[config.mk]
export PLATFORM = sky130hd
export DESIGN_NAME = tmcc_channel
export DESIGN_NICKNAME = d
export VERILOG_FILES = /design/src/design/tmcc_channel.v
export VERILOG_INCLUDE_DIRS = /design/src /design/src/design
export SDC_FILE = /design/constraint.sdc
export NUM_CORES = 1
export LEC_CHECK = 0
export ABC_AREA = 1
export BUFFER_PORTS_ARGS = -buffer_cell sky130_fd_sc_hd__buf_2
export CORE_MARGIN = 10
export CORE_UTILIZATION = 25
export CTS_CLUSTER_SIZE = 28
export DETAILED_ROUTE_END_ITERATION = 8
export PLACE_DENSITY_LB_ADDON = 0.3
export SYNTH_ARGS = -nofsm -noshare
export SYNTH_HDL_FRONTEND = slang
export SYNTH_SLANG_ARGS = --single-unit
[constraint.sdc]
create_clock -name pclk -period 2.1 [get_ports pclk]
set_input_delay 0.21 -clock pclk [delete_from_list [all_inputs] [get_ports pclk]]
set_output_delay 0.21 -clock pclk [all_outputs]
set_load 0.1 [all_outputs]
[src/design/tmcc_defines.vh]
`ifndef TMCC_DEFINES_VH
`define TMCC_DEFINES_VH
// ==========================================================
// Register byte addresses
`define TMCC_ADDR_MODE      12'h000
`define TMCC_ADDR_CMP       12'h004
`define TMCC_ADDR_OE        12'h008
`define TMCC_ADDR_CTRL      12'h00c
`define TMCC_ADDR_OUT       12'h010
`define TMCC_ADDR_STAT      12'h014
`define TMCC_ADDR_PRESC     12'h018
// ==========================================================
// Mode register field positions
`define TMCC_CKS_HI         15
`define TMCC_CKS_LO         14
`define TMCC_CCS_BIT        12
`define TMCC_STS_HI         10
`define TMCC_STS_LO         8
`define TMCC_CIS_HI         7
`define TMCC_CIS_LO         6
`define TMCC_MD_HI          3
`define TMCC_MD_LO          1
`define TMCC_MD0_BIT        0
// Writable bits of the mode register
`define TMCC_MODE_WMASK     16'hd7cf
// ==========================================================
// Trigger select encodings
`define TMCC_STS_SW         3'h0
`define TMCC_STS_EDGE       3'h1
`define TMCC_STS_BOTH       3'h2
`define TMCC_STS_MASTER     3'h4
// Mode encodings (bits 3..1)
`define TMCC_MD_INTERVAL    3'h0
`define TMCC_MD_CAPTURE     3'h2
`define TMCC_MD_EVENT       3'h3
`define TMCC_MD_ONECOUNT    3'h4
`define TMCC_MD_CAPONE      3'h6
// Input edge select encodings
`define TMCC_CIS_FALL       2'h0
`define TMCC_CIS_RISE       2'h1
`define TMCC_CIS_LOW        2'h2
`define TMCC_CIS_HIGH       2'h3
// ==========================================================
// Reset values
`define TMCC_MODE_RST       16'h0000
`define TMCC_CMP_RST        16'h0000
`define TMCC_OE_RST         16'h0000
`define TMCC_PRESC_RST      16'h0000
`endif

[src/design/tmcc_channel.v]
`include "tmcc_defines.vh"
`timescale 1ns/10ps
`default_nettype none

module tmcc_channel #(
  parameter CNT_W = 16                  // Counter width
) (
  input  wire         pclk,
  input  wire         presetn,
  input  wire         psel,
  input  wire         penable,
  input  wire         pwrite,
  input  wire [11:0]  paddr,
  input  wire [31:0]  pwdata,
  output reg  [31:0]  prdata,
  output reg          pready,
  output reg          pslverr,
  input  wire         timer_input_pin,
  input  wire         master_interrupt,
  output reg          channel_output_pin,
  output reg          channel_timer_interrupt
);

  // ==========================================================
  // Registers
  reg  [15:0]      mode_q;               // channel_mode_config
  reg  [CNT_W-1:0] cmp_q;                // channel_compare_data
  reg              oe_q;                 // channel_output_enable
  reg              out_q;                // channel_output_bit
  reg  [15:0]      presc_q;              // Prescaler ratios, 4 bits each
  reg  [CNT_W-1:0] cnt_q;                // count_register
  reg  [CNT_W-1:0] cap_q;                // Captured count
  reg              run_q;                // Channel counting
  reg              pin_q;                // Previous pin level
  reg  [15:0]      div_q;                // Free running divider
  reg  [15:0]      div_prev_q;           // Divider last cycle
  reg              ovf_q;                // Capture overflow flag

  // Writes land at the edge that completes the transfer
  wire       wr_acc = psel & penable & pwrite & pready;
  wire [2:0] sts    = mode_q[`TMCC_STS_HI:`TMCC_STS_LO];
  wire [1:0] cis    = mode_q[`TMCC_CIS_HI:`TMCC_CIS_LO];
  wire [2:0] md     = mode_q[`TMCC_MD_HI:`TMCC_MD_LO];
  wire       md0    = mode_q[`TMCC_MD0_BIT];
  wire [1:0] cks    = mode_q[`TMCC_CKS_HI:`TMCC_CKS_LO];

  // Software start and stop pulses
  wire sw_start = wr_acc && (paddr == `TMCC_ADDR_CTRL) && pwdata[0];
  wire sw_stop  = wr_acc && (paddr == `TMCC_ADDR_CTRL) && pwdata[1];

  // ==========================================================
  // Prescaler: enable pulse on rising of the chosen divider bit
  function tick_of;
    input [15:0] cur;
    input [15:0] prev;
    input [3:0]  sel;
    begin
      if (sel == 4'h0)
        tick_of = 1'b1;
      else
        tick_of = cur[sel-4'h1] & ~prev[sel-4'h1];
    end
  endfunction

  wire ck_a = tick_of(div_q, div_prev_q, presc_q[3:0]);
  wire ck_b = tick_of(div_q, div_prev_q, presc_q[7:4]);
  wire ck_c = tick_of(div_q, div_prev_q, presc_q[11:8]);
  wire ck_d = tick_of(div_q, div_prev_q, presc_q[15:12]);

  reg op_tick;
  always @*
  begin
    if (cks == 2'h0)
      op_tick = ck_a;
    else if (cks == 2'h1)
      op_tick = ck_c;
    else if (cks == 2'h2)
      op_tick = ck_b;
    else
      op_tick = ck_d;
  end

  // ==========================================================
  // Input edge detection
  wire rise = timer_input_pin & ~pin_q;
  wire fall = ~timer_input_pin & pin_q;

  wire valid_edge = (cis == `TMCC_CIS_FALL) ? fall :
                    (cis == `TMCC_CIS_RISE) ? rise : (rise | fall);

  // start and capture edges for width measurement
  wire start_edge = (cis == `TMCC_CIS_LOW)  ? fall :
                    (cis == `TMCC_CIS_HIGH) ? rise : valid_edge;
  wire capt_edge  = (cis == `TMCC_CIS_LOW)  ? rise :
                    (cis == `TMCC_CIS_HIGH) ? fall : valid_edge;

  // count clock is operation clock or valid pin edge
  wire cnt_tick = mode_q[`TMCC_CCS_BIT] ? valid_edge : op_tick;

  // Trigger source select
  reg hw_start;
  reg hw_capt;
  always @*
  begin
    hw_start = 1'b0;
    hw_capt  = 1'b0;
    case (sts)
      `TMCC_STS_SW:
      begin
        hw_start = 1'b0;
        hw_capt  = 1'b0;
      end
      `TMCC_STS_EDGE:
      begin
        hw_start = start_edge;
        hw_capt  = capt_edge;
      end
      `TMCC_STS_BOTH:
      begin
        hw_start = rise | fall;
        hw_capt  = rise | fall;
      end
      `TMCC_STS_MASTER:
      begin
        hw_start = master_interrupt;
        hw_capt  = master_interrupt;
      end
      // prohibited settings act as software only
      default:
      begin
        hw_start = 1'b0;
        hw_capt  = 1'b0;
      end
    endcase
  end

  wire start_trig = sw_start | hw_start;

  // ==========================================================
  // Counter control
  reg              start_eff;
  reg              irq_d;
  reg              tog_d;
  reg              run_d;
  reg  [CNT_W-1:0] cnt_d;
  reg  [CNT_W-1:0] cap_d;
  reg              ovf_d;
  always @*
  begin
    start_eff = 1'b0;
    irq_d     = 1'b0;
    tog_d     = 1'b0;
    run_d     = run_q;
    cnt_d     = cnt_q;
    cap_d     = cap_q;
    ovf_d     = ovf_q;
    if (sw_stop)
      run_d = 1'b0;
    else if (md == `TMCC_MD_ONECOUNT || md == `TMCC_MD_CAPONE)
    begin
      // retrigger during count only in one-count mode with bit0 set
      if (start_trig && (!run_q || (md == `TMCC_MD_ONECOUNT && md0)))
      begin
        start_eff = 1'b1;
        run_d     = 1'b1;
        // one-count loads compare and counts down
        cnt_d     = (md == `TMCC_MD_ONECOUNT) ? cmp_q : {CNT_W{1'b0}};
        irq_d     = run_q & md0;
      end
      else if (run_q && md == `TMCC_MD_CAPONE && hw_capt)
      begin
        cap_d = cnt_q;
        irq_d = 1'b1;
        run_d = 1'b0;
      end
      else if (run_q && cnt_tick && md == `TMCC_MD_ONECOUNT)
      begin
        if (cnt_q == {CNT_W{1'b0}})
        begin
          // One-shot ends, output toggles
          irq_d = 1'b1;
          tog_d = 1'b1;
          run_d = 1'b0;
        end
        else
          cnt_d = cnt_q - {{(CNT_W-1){1'b0}}, 1'b1};
      end
      else if (run_q && cnt_tick)
      begin
        cnt_d = cnt_q + {{(CNT_W-1){1'b0}}, 1'b1};
        if (&cnt_q)
          ovf_d = 1'b1;
      end
    end
    else if (!run_q)
    begin
      if (sw_start)
      begin
        start_eff = 1'b1;
        run_d     = 1'b1;
        cnt_d     = (md == `TMCC_MD_CAPTURE) ? {CNT_W{1'b0}} : cmp_q;
        // start interrupt and toggle when bit0 set
        // event counter never signals its start
        irq_d     = md0 && (md != `TMCC_MD_EVENT);
        tog_d     = md0 && (md != `TMCC_MD_EVENT);
      end
    end
    else if (md == `TMCC_MD_CAPTURE)
    begin
      // capture mode counts up, captures on trigger
      if (hw_capt)
      begin
        cap_d = cnt_q;
        cnt_d = {CNT_W{1'b0}};
        irq_d = 1'b1;
      end
      else if (cnt_tick)
      begin
        cnt_d = cnt_q + {{(CNT_W-1){1'b0}}, 1'b1};
        if (&cnt_q)
          ovf_d = 1'b1;
      end
    end
    else if (md == `TMCC_MD_EVENT)
    begin
      // event counter counts pin edges down
      if (valid_edge)
      begin
        if (cnt_q == {CNT_W{1'b0}})
        begin
          cnt_d = cmp_q;
          irq_d = 1'b1;
        end
        else
          cnt_d = cnt_q - {{(CNT_W-1){1'b0}}, 1'b1};
      end
    end
    else if (cnt_tick)
    begin
      // interval timer counts down and reloads
      // reload after zero gives compare plus one ticks
      if (cnt_q == {CNT_W{1'b0}})
      begin
        cnt_d = cmp_q;
        irq_d = 1'b1;
        tog_d = 1'b1;
      end
      else
        cnt_d = cnt_q - {{(CNT_W-1){1'b0}}, 1'b1};
    end
    // Overflow flag cleared by status write, set wins
    if (wr_acc && paddr == `TMCC_ADDR_STAT && pwdata[1] && !(run_q && cnt_tick && &cnt_q))
      ovf_d = 1'b0;
  end

  // ==========================================================
  // Sequential state and registers
  always @(posedge pclk or negedge presetn)
  begin
    if (!presetn)
    begin
      mode_q                  <= `TMCC_MODE_RST;
      cmp_q                   <= {CNT_W{1'b0}};
      oe_q                    <= 1'b0;
      out_q                   <= 1'b0;
      presc_q                 <= `TMCC_PRESC_RST;
      cnt_q                   <= {CNT_W{1'b0}};
      cap_q                   <= {CNT_W{1'b0}};
      run_q                   <= 1'b0;
      pin_q                   <= 1'b0;
      div_q                   <= 16'h0000;
      div_prev_q              <= 16'h0000;
      ovf_q                   <= 1'b0;
      channel_output_pin      <= 1'b0;
      channel_timer_interrupt <= 1'b0;
    end
    else
    begin
      pin_q                   <= timer_input_pin;
      div_q                   <= div_q + 16'h0001;
      div_prev_q              <= div_q;
      run_q                   <= run_d;
      cnt_q                   <= cnt_d;
      cap_q                   <= cap_d;
      ovf_q                   <= ovf_d;
      channel_timer_interrupt <= irq_d;
      // Configuration writes
      if (wr_acc && paddr == `TMCC_ADDR_MODE)
        mode_q <= pwdata[15:0] & `TMCC_MODE_WMASK;
      if (wr_acc && paddr == `TMCC_ADDR_CMP)
        cmp_q <= pwdata[CNT_W-1:0];
      if (wr_acc && paddr == `TMCC_ADDR_OE)
        oe_q <= pwdata[0];
      if (wr_acc && paddr == `TMCC_ADDR_PRESC)
        presc_q <= pwdata[15:0];
      if (oe_q)
      begin
        // timer owns the bit, writes ignored
        if (tog_d)
          out_q <= ~out_q;
      end
      else if (wr_acc && paddr == `TMCC_ADDR_OUT)
      begin
        out_q <= pwdata[0];
      end
      channel_output_pin      <= oe_q ? (tog_d ? ~out_q : out_q) : out_q;
    end
  end

  // ==========================================================
  // APB slave: one wait state, reads registered
  always @(posedge pclk or negedge presetn)
  begin
    if (!presetn)
    begin
      pready  <= 1'b0;
      pslverr <= 1'b0;
      prdata  <= 32'h00000000;
    end
    else
    begin
      pready  <= psel & penable & ~pready;
      pslverr <= 1'b0;
      prdata  <= 32'h00000000;
      if (psel && penable && !pready)
      begin
        if (paddr == `TMCC_ADDR_MODE)
          prdata <= {16'h0000, mode_q};
        else if (paddr == `TMCC_ADDR_CMP)
          prdata <= {{(32-CNT_W){1'b0}}, cmp_q};
        else if (paddr == `TMCC_ADDR_OE)
          prdata <= {31'h00000000, oe_q};
        else if (paddr == `TMCC_ADDR_CTRL)
          prdata <= {31'h00000000, run_q};
        else if (paddr == `TMCC_ADDR_OUT)
          prdata <= {31'h00000000, out_q};
        else if (paddr == `TMCC_ADDR_STAT)
          prdata <= {{(16-CNT_W){1'b0}}, cap_q, 14'h0000, ovf_q, run_q};
        else if (paddr == `TMCC_ADDR_PRESC)
          prdata <= {16'h0000, presc_q};
        else
          pslverr <= 1'b1;
      end
    end
  end

endmodule // tmcc_channel

`default_nettype wire

==> qor.csv <==
stage,metric,value,unit
yosys,post-synth top area cell,dfrtp_1,
detailed_routing,DRT antenna net count,0,
floorplan,Starting Density,25.3,%
yosys,post-synthesis net count,1191,
pwr,PD cells,542,nW/µm²
pwr,Pleak,5.95,nW
floorplan,floorplan row count,68,
timing,Slew @ Worst Pin,0.518,ns
clock_tree,Clock Path Buffers,2,
run,max_cap viols,0,
grt,largest net degree at the start of global routing,59,
critical_path,slowest cell delay on critical path,0.40,ns
critical_path,CP dominant cell by count,nand3_2,
timing,"Slew Viols, Final",0,
yosys,ys flop type,dfrtp_1,
pwr,Pwr Total,6.60,mW
floorplan,Die Y,207,µm
critical_path,Crit path depth,17,
yosys,Mapped Cells,1130,
yosys,"FF+latch count, synth",149,
detailed_routing,wire per inst,15.7,µm
detailed_routing,drt drc,0,
timing,hold slack,0.0812,ns
critical_path,Buffers & Inverters on Critical Path,3,
critical_path,Reg-to-Reg End,cnt_q[12]$_DFFE_PN0P_,
yosys,Synth cell types,61,
detailed_routing,TritonRoute pass-1 iters,5,
detailed_routing,DRT Wirelength,28800,µm
critical_path,cell family with most CP delay,simple AND/OR/NAND/NOR gates,
clock_tree,clock slew at reported path FFs,0.07,ns
detailed_routing,DRT iter0 DRCs,711,
grt,initial antenna violation count,0,
worst_hold_path,worst hold path depth,3,
clock_tree,CTS buffer count,17,
detailed_routing,Max Used Layer,met4,
critical_path,crit path max-delay cell type,dfrtp_1,
clock_tree,CTS Sinks,149,
final_layout,final net count,1434,
floorplan,DIE AREA,42900,µm²
detailed_routing,DR vias/cell,4.60,
timing,Fin Clk Skew,0.0133,ns
critical_path,internal reg-to-reg setup slack,-0.24,ns
grt,number of global-route vias before repair,8196,
clock_tree,CTS tree,done,
timing,final setup margin,-0.239,ns
yosys,Post-synth EDFFs,0,
critical_path,Worst Setup End Kind,register,
critical_path,Reg-to-Reg Start,presc_q[13]$_DFFE_PN0P_,
floorplan,placeable core area,34500,µm²
critical_path,Critical Path Source Type,register,
clock_tree,root buf cell,clkbuf_16,
placed_design,PortBufs,70,
clock_tree,H-tree Lvls,4,
final_layout,layout cell share with drive strength beyond 1,34.7,%
detailed_routing,met3 wire len,1520,µm
timing,Tcrit/Tclk final,111,%
timing,setup_tns,-4.91,ns
detailed_routing,wire length on met2,12800,µm
run_status,status,"complete, but fails checks",
final_layout,Ant. Diodes,0,
final_layout,fin area,12200,µm²
detailed_routing,Via Count,8477,
yosys,Synth async-reset ratio,100,%
timing,Final Hold Fails,0,
grt,first-pass GRT wire length,46000,µm
timing,unrepaired setup endpoints after global routing,true,
pwr,Max VDD drop,0.492,mV
worst_hold_path,HP Start,pwdata[11],
critical_path,critical-path cell list,"inv_2, ha_4, inv_6, nand3_1, nand3_1, nand3b_1, nand3_2, nand3_2, nand3_4, nand3_4, nor2_4, clkbuf_16, nand2_4, nand3_2, nand3_2, nand2_2, o21ai_2",
detailed_routing,WL met1,13900,µm
timing,slew margin rel.,65.4,%
grt,total gr overflow,0,
placed_design,GPL Wtd Cong,0.862,
yosys,Avg Inst Size Synth,7.74,µm²
worst_hold_path,Hold Path End,presc_q[11]$_DFFE_PN0P_,
final_layout,area grow syn2layout,39.4,%
yosys,post-synth top area share,42.6,%
run_status,failing checks,setup timing,
critical_path,worst setup path class,reg2reg,
placed_design,dpl cell area,10900,µm²
critical_path,R2R cell count,17,
placed_design,half-perimeter wire length after placement,21400,µm
critical_path,CP arrival,2.67,ns
floorplan,Horiz. Die Dim,207,µm
critical_path,Crit Path Max Fanout,7,
yosys,Synth area leaders,"dfrtp_1, nand2_1, inv_1",
critical_path,WP data required,2.43,ns
grt,gr usage total,13.3,%
floorplan,Ports,87,
yosys,warnings from Yosys,0,
worst_hold_path,hold crit path type,in2reg,
yosys,mapped cell area,8750,µm²
yosys,sequential element share of the synthesized area,42.6,%
timing,Final Setup Violations,37,
timing,Max Fclk,428,MHz
timing,Final min period,2.34,ns
clock_tree,Clock Latency Late Sink,0.44,ns
-- through the flow --
stage	setup WS, ns	util, %	cells
floorplan	-0.110	-	1130
global placement	-0.217	31.7	1793
detailed placement	-0.238	31.7	1793
CTS	-0.164	34.3	1839
global route	-0.428	35.3	1841
finish	-0.239	35.3	1841
-- cells by family (layout without fill, tap and decap cells) --
group	after synthesis	count (layout)	synth area share, %
flip-flops	149	149	42.6
AND/OR/NAND/NOR	536	536	28.8
XOR/XNOR	38	38	3.81
AO/OA/AOI/OAI	192	192	13.5
adder cells (fa/ha/maj)	10	10	1.43
buffers and inverters	205	461	9.86
-- worst max-delay path by stage --
| stage | from | to | slack, ns |
|---|---|---|---|
| 5_1_grt | presc_q[13]$_DFFE_PN0P_ | cnt_q[0]$_DFFE_PN0P_ | -0.43 |
| 2_1_floorplan | presc_q[0]$_DFFE_PN0P_ | cnt_q[9]$_DFFE_PN0P_ | -0.11 |
| 3_5_place_dp | presc_q[4]$_DFFE_PN0P_ | cnt_q[8]$_DFFE_PN0P_ | -0.24 |
| 6_report | presc_q[13]$_DFFE_PN0P_ | cnt_q[12]$_DFFE_PN0P_ | -0.24 |
| 4_1_cts | presc_q[12]$_DFFE_PN0P_ | cnt_q[15]$_DFFE_PN0P_ | -0.16 |
| 3_3_place_gp | presc_q[12]$_DFFE_PN0P_ | cnt_q[14]$_DFFE_PN0P_ | -0.22 |
-- report_power, final --
| part | internal, mW | total [mW] | switching [mW] |
|---|---|---|---|
| logic | 0.215 | 0.578 | 0.363 |
| clock network | 1.73 | 3.09 | 1.36 |
| registers | 2.90 | 2.93 | 0.0303 |
-- layout make-up --
class / count / area [µm²]
fill: 3617 / 22400
multi-input combinational: 776 / 4680
sequential: 149 / 3730
timing repair buffer: 255 / 1940
inverter: 174 / 682
tap: 455 / 569
clock buffer: 19 / 453
clock inverter: 13 / 135
-- layer usage --
metal	GRT usage, %	vias up
li1	-	4168
met1	18.4	4018
met2	19.9	253
met3	2.72	38
met4	4.74	0
met5	0	-
-- state kept, by name, indices dropped and copies added (netlist names), 12 cells and up --
register	flops
prdata	32
cap_q	16
cmp_q	16
cnt_q	16
div_prev_q	16
div_q	16
presc_q	16
mode_q	12
-- synthesized netlist by cell type (4+ instances only) --
master	instances
nor2_1	52
nand2_1	286
buf_2	5
nand3_1	93
clkbuf_1	15
nand3b_1	4
xnor2_1	8
o221ai_1	4
dfrtp_1	149
o21ai_2	13
xor2_1	30
o22ai_1	8
buf_4	5
nor3_1	28
nand4_1	9
buf_6	4
nand2_2	20
inv_2	12
o211ai_1	5
ha_1	10
nand3_2	18
inv_1	159
a221oi_1	5
o21ai_1	6
o21ai_0	94
a21oi_1	27
nor2_2	9
-- cells in the final DEF (no fill, tap or decap), types with 4 or more instances in the layout --
master / Yosys / final
nand3b_1: 4 / 4
nand2_1: 286 / 261
o211ai_1: 5 / 5
clkbuf_16: 0 / 18
nor2_2: 9 / 12
o221ai_1: 4 / 4
dfrtp_1: 149 / 147
o21ai_1: 6 / 19
inv_2: 12 / 20
xnor2_2: 0 / 4
a21oi_1: 27 / 24
buf_12: 1 / 9
nor3_2: 3 / 6
nand3_1: 93 / 68
nor2_4: 1 / 4
xnor2_1: 8 / 4
inv_1: 159 / 148
ha_4: 0 / 6
clkinvlp_4: 0 / 5
nor3_1: 28 / 25
nand4_1: 9 / 9
buf_6: 4 / 8
o21ai_2: 13 / 25
nor2_1: 52 / 46
nand2_2: 20 / 35
inv_6: 2 / 6
xor2_1: 30 / 28
a221oi_1: 5 / 5
o21ai_0: 94 / 69
o22ai_1: 8 / 8
nand2_4: 1 / 11
nand3_2: 18 / 40
buf_2: 5 / 69
buf_4: 5 / 163
-- worst min-delay path, delay by kind of cell --
family / cells / cell delay, ns
compound gates: 1 / 0.13
buf+inv: 2 / 0.14
-- what timing repair did --
| item | CTS | global route |
|---|---|---|
| cloned | 3 | 1 |
| gates resized for setup | 67 | 83 |
| pin swaps | 7 | 24 |
| hold endpoints to repair | 117 | 0 |
| hold buffers | 2 | 0 |
| buffers inserted | 9 | 4 |
| endpoints found under the setup margin | 36 | 39 |
Power figures use the tool's default switching activity.
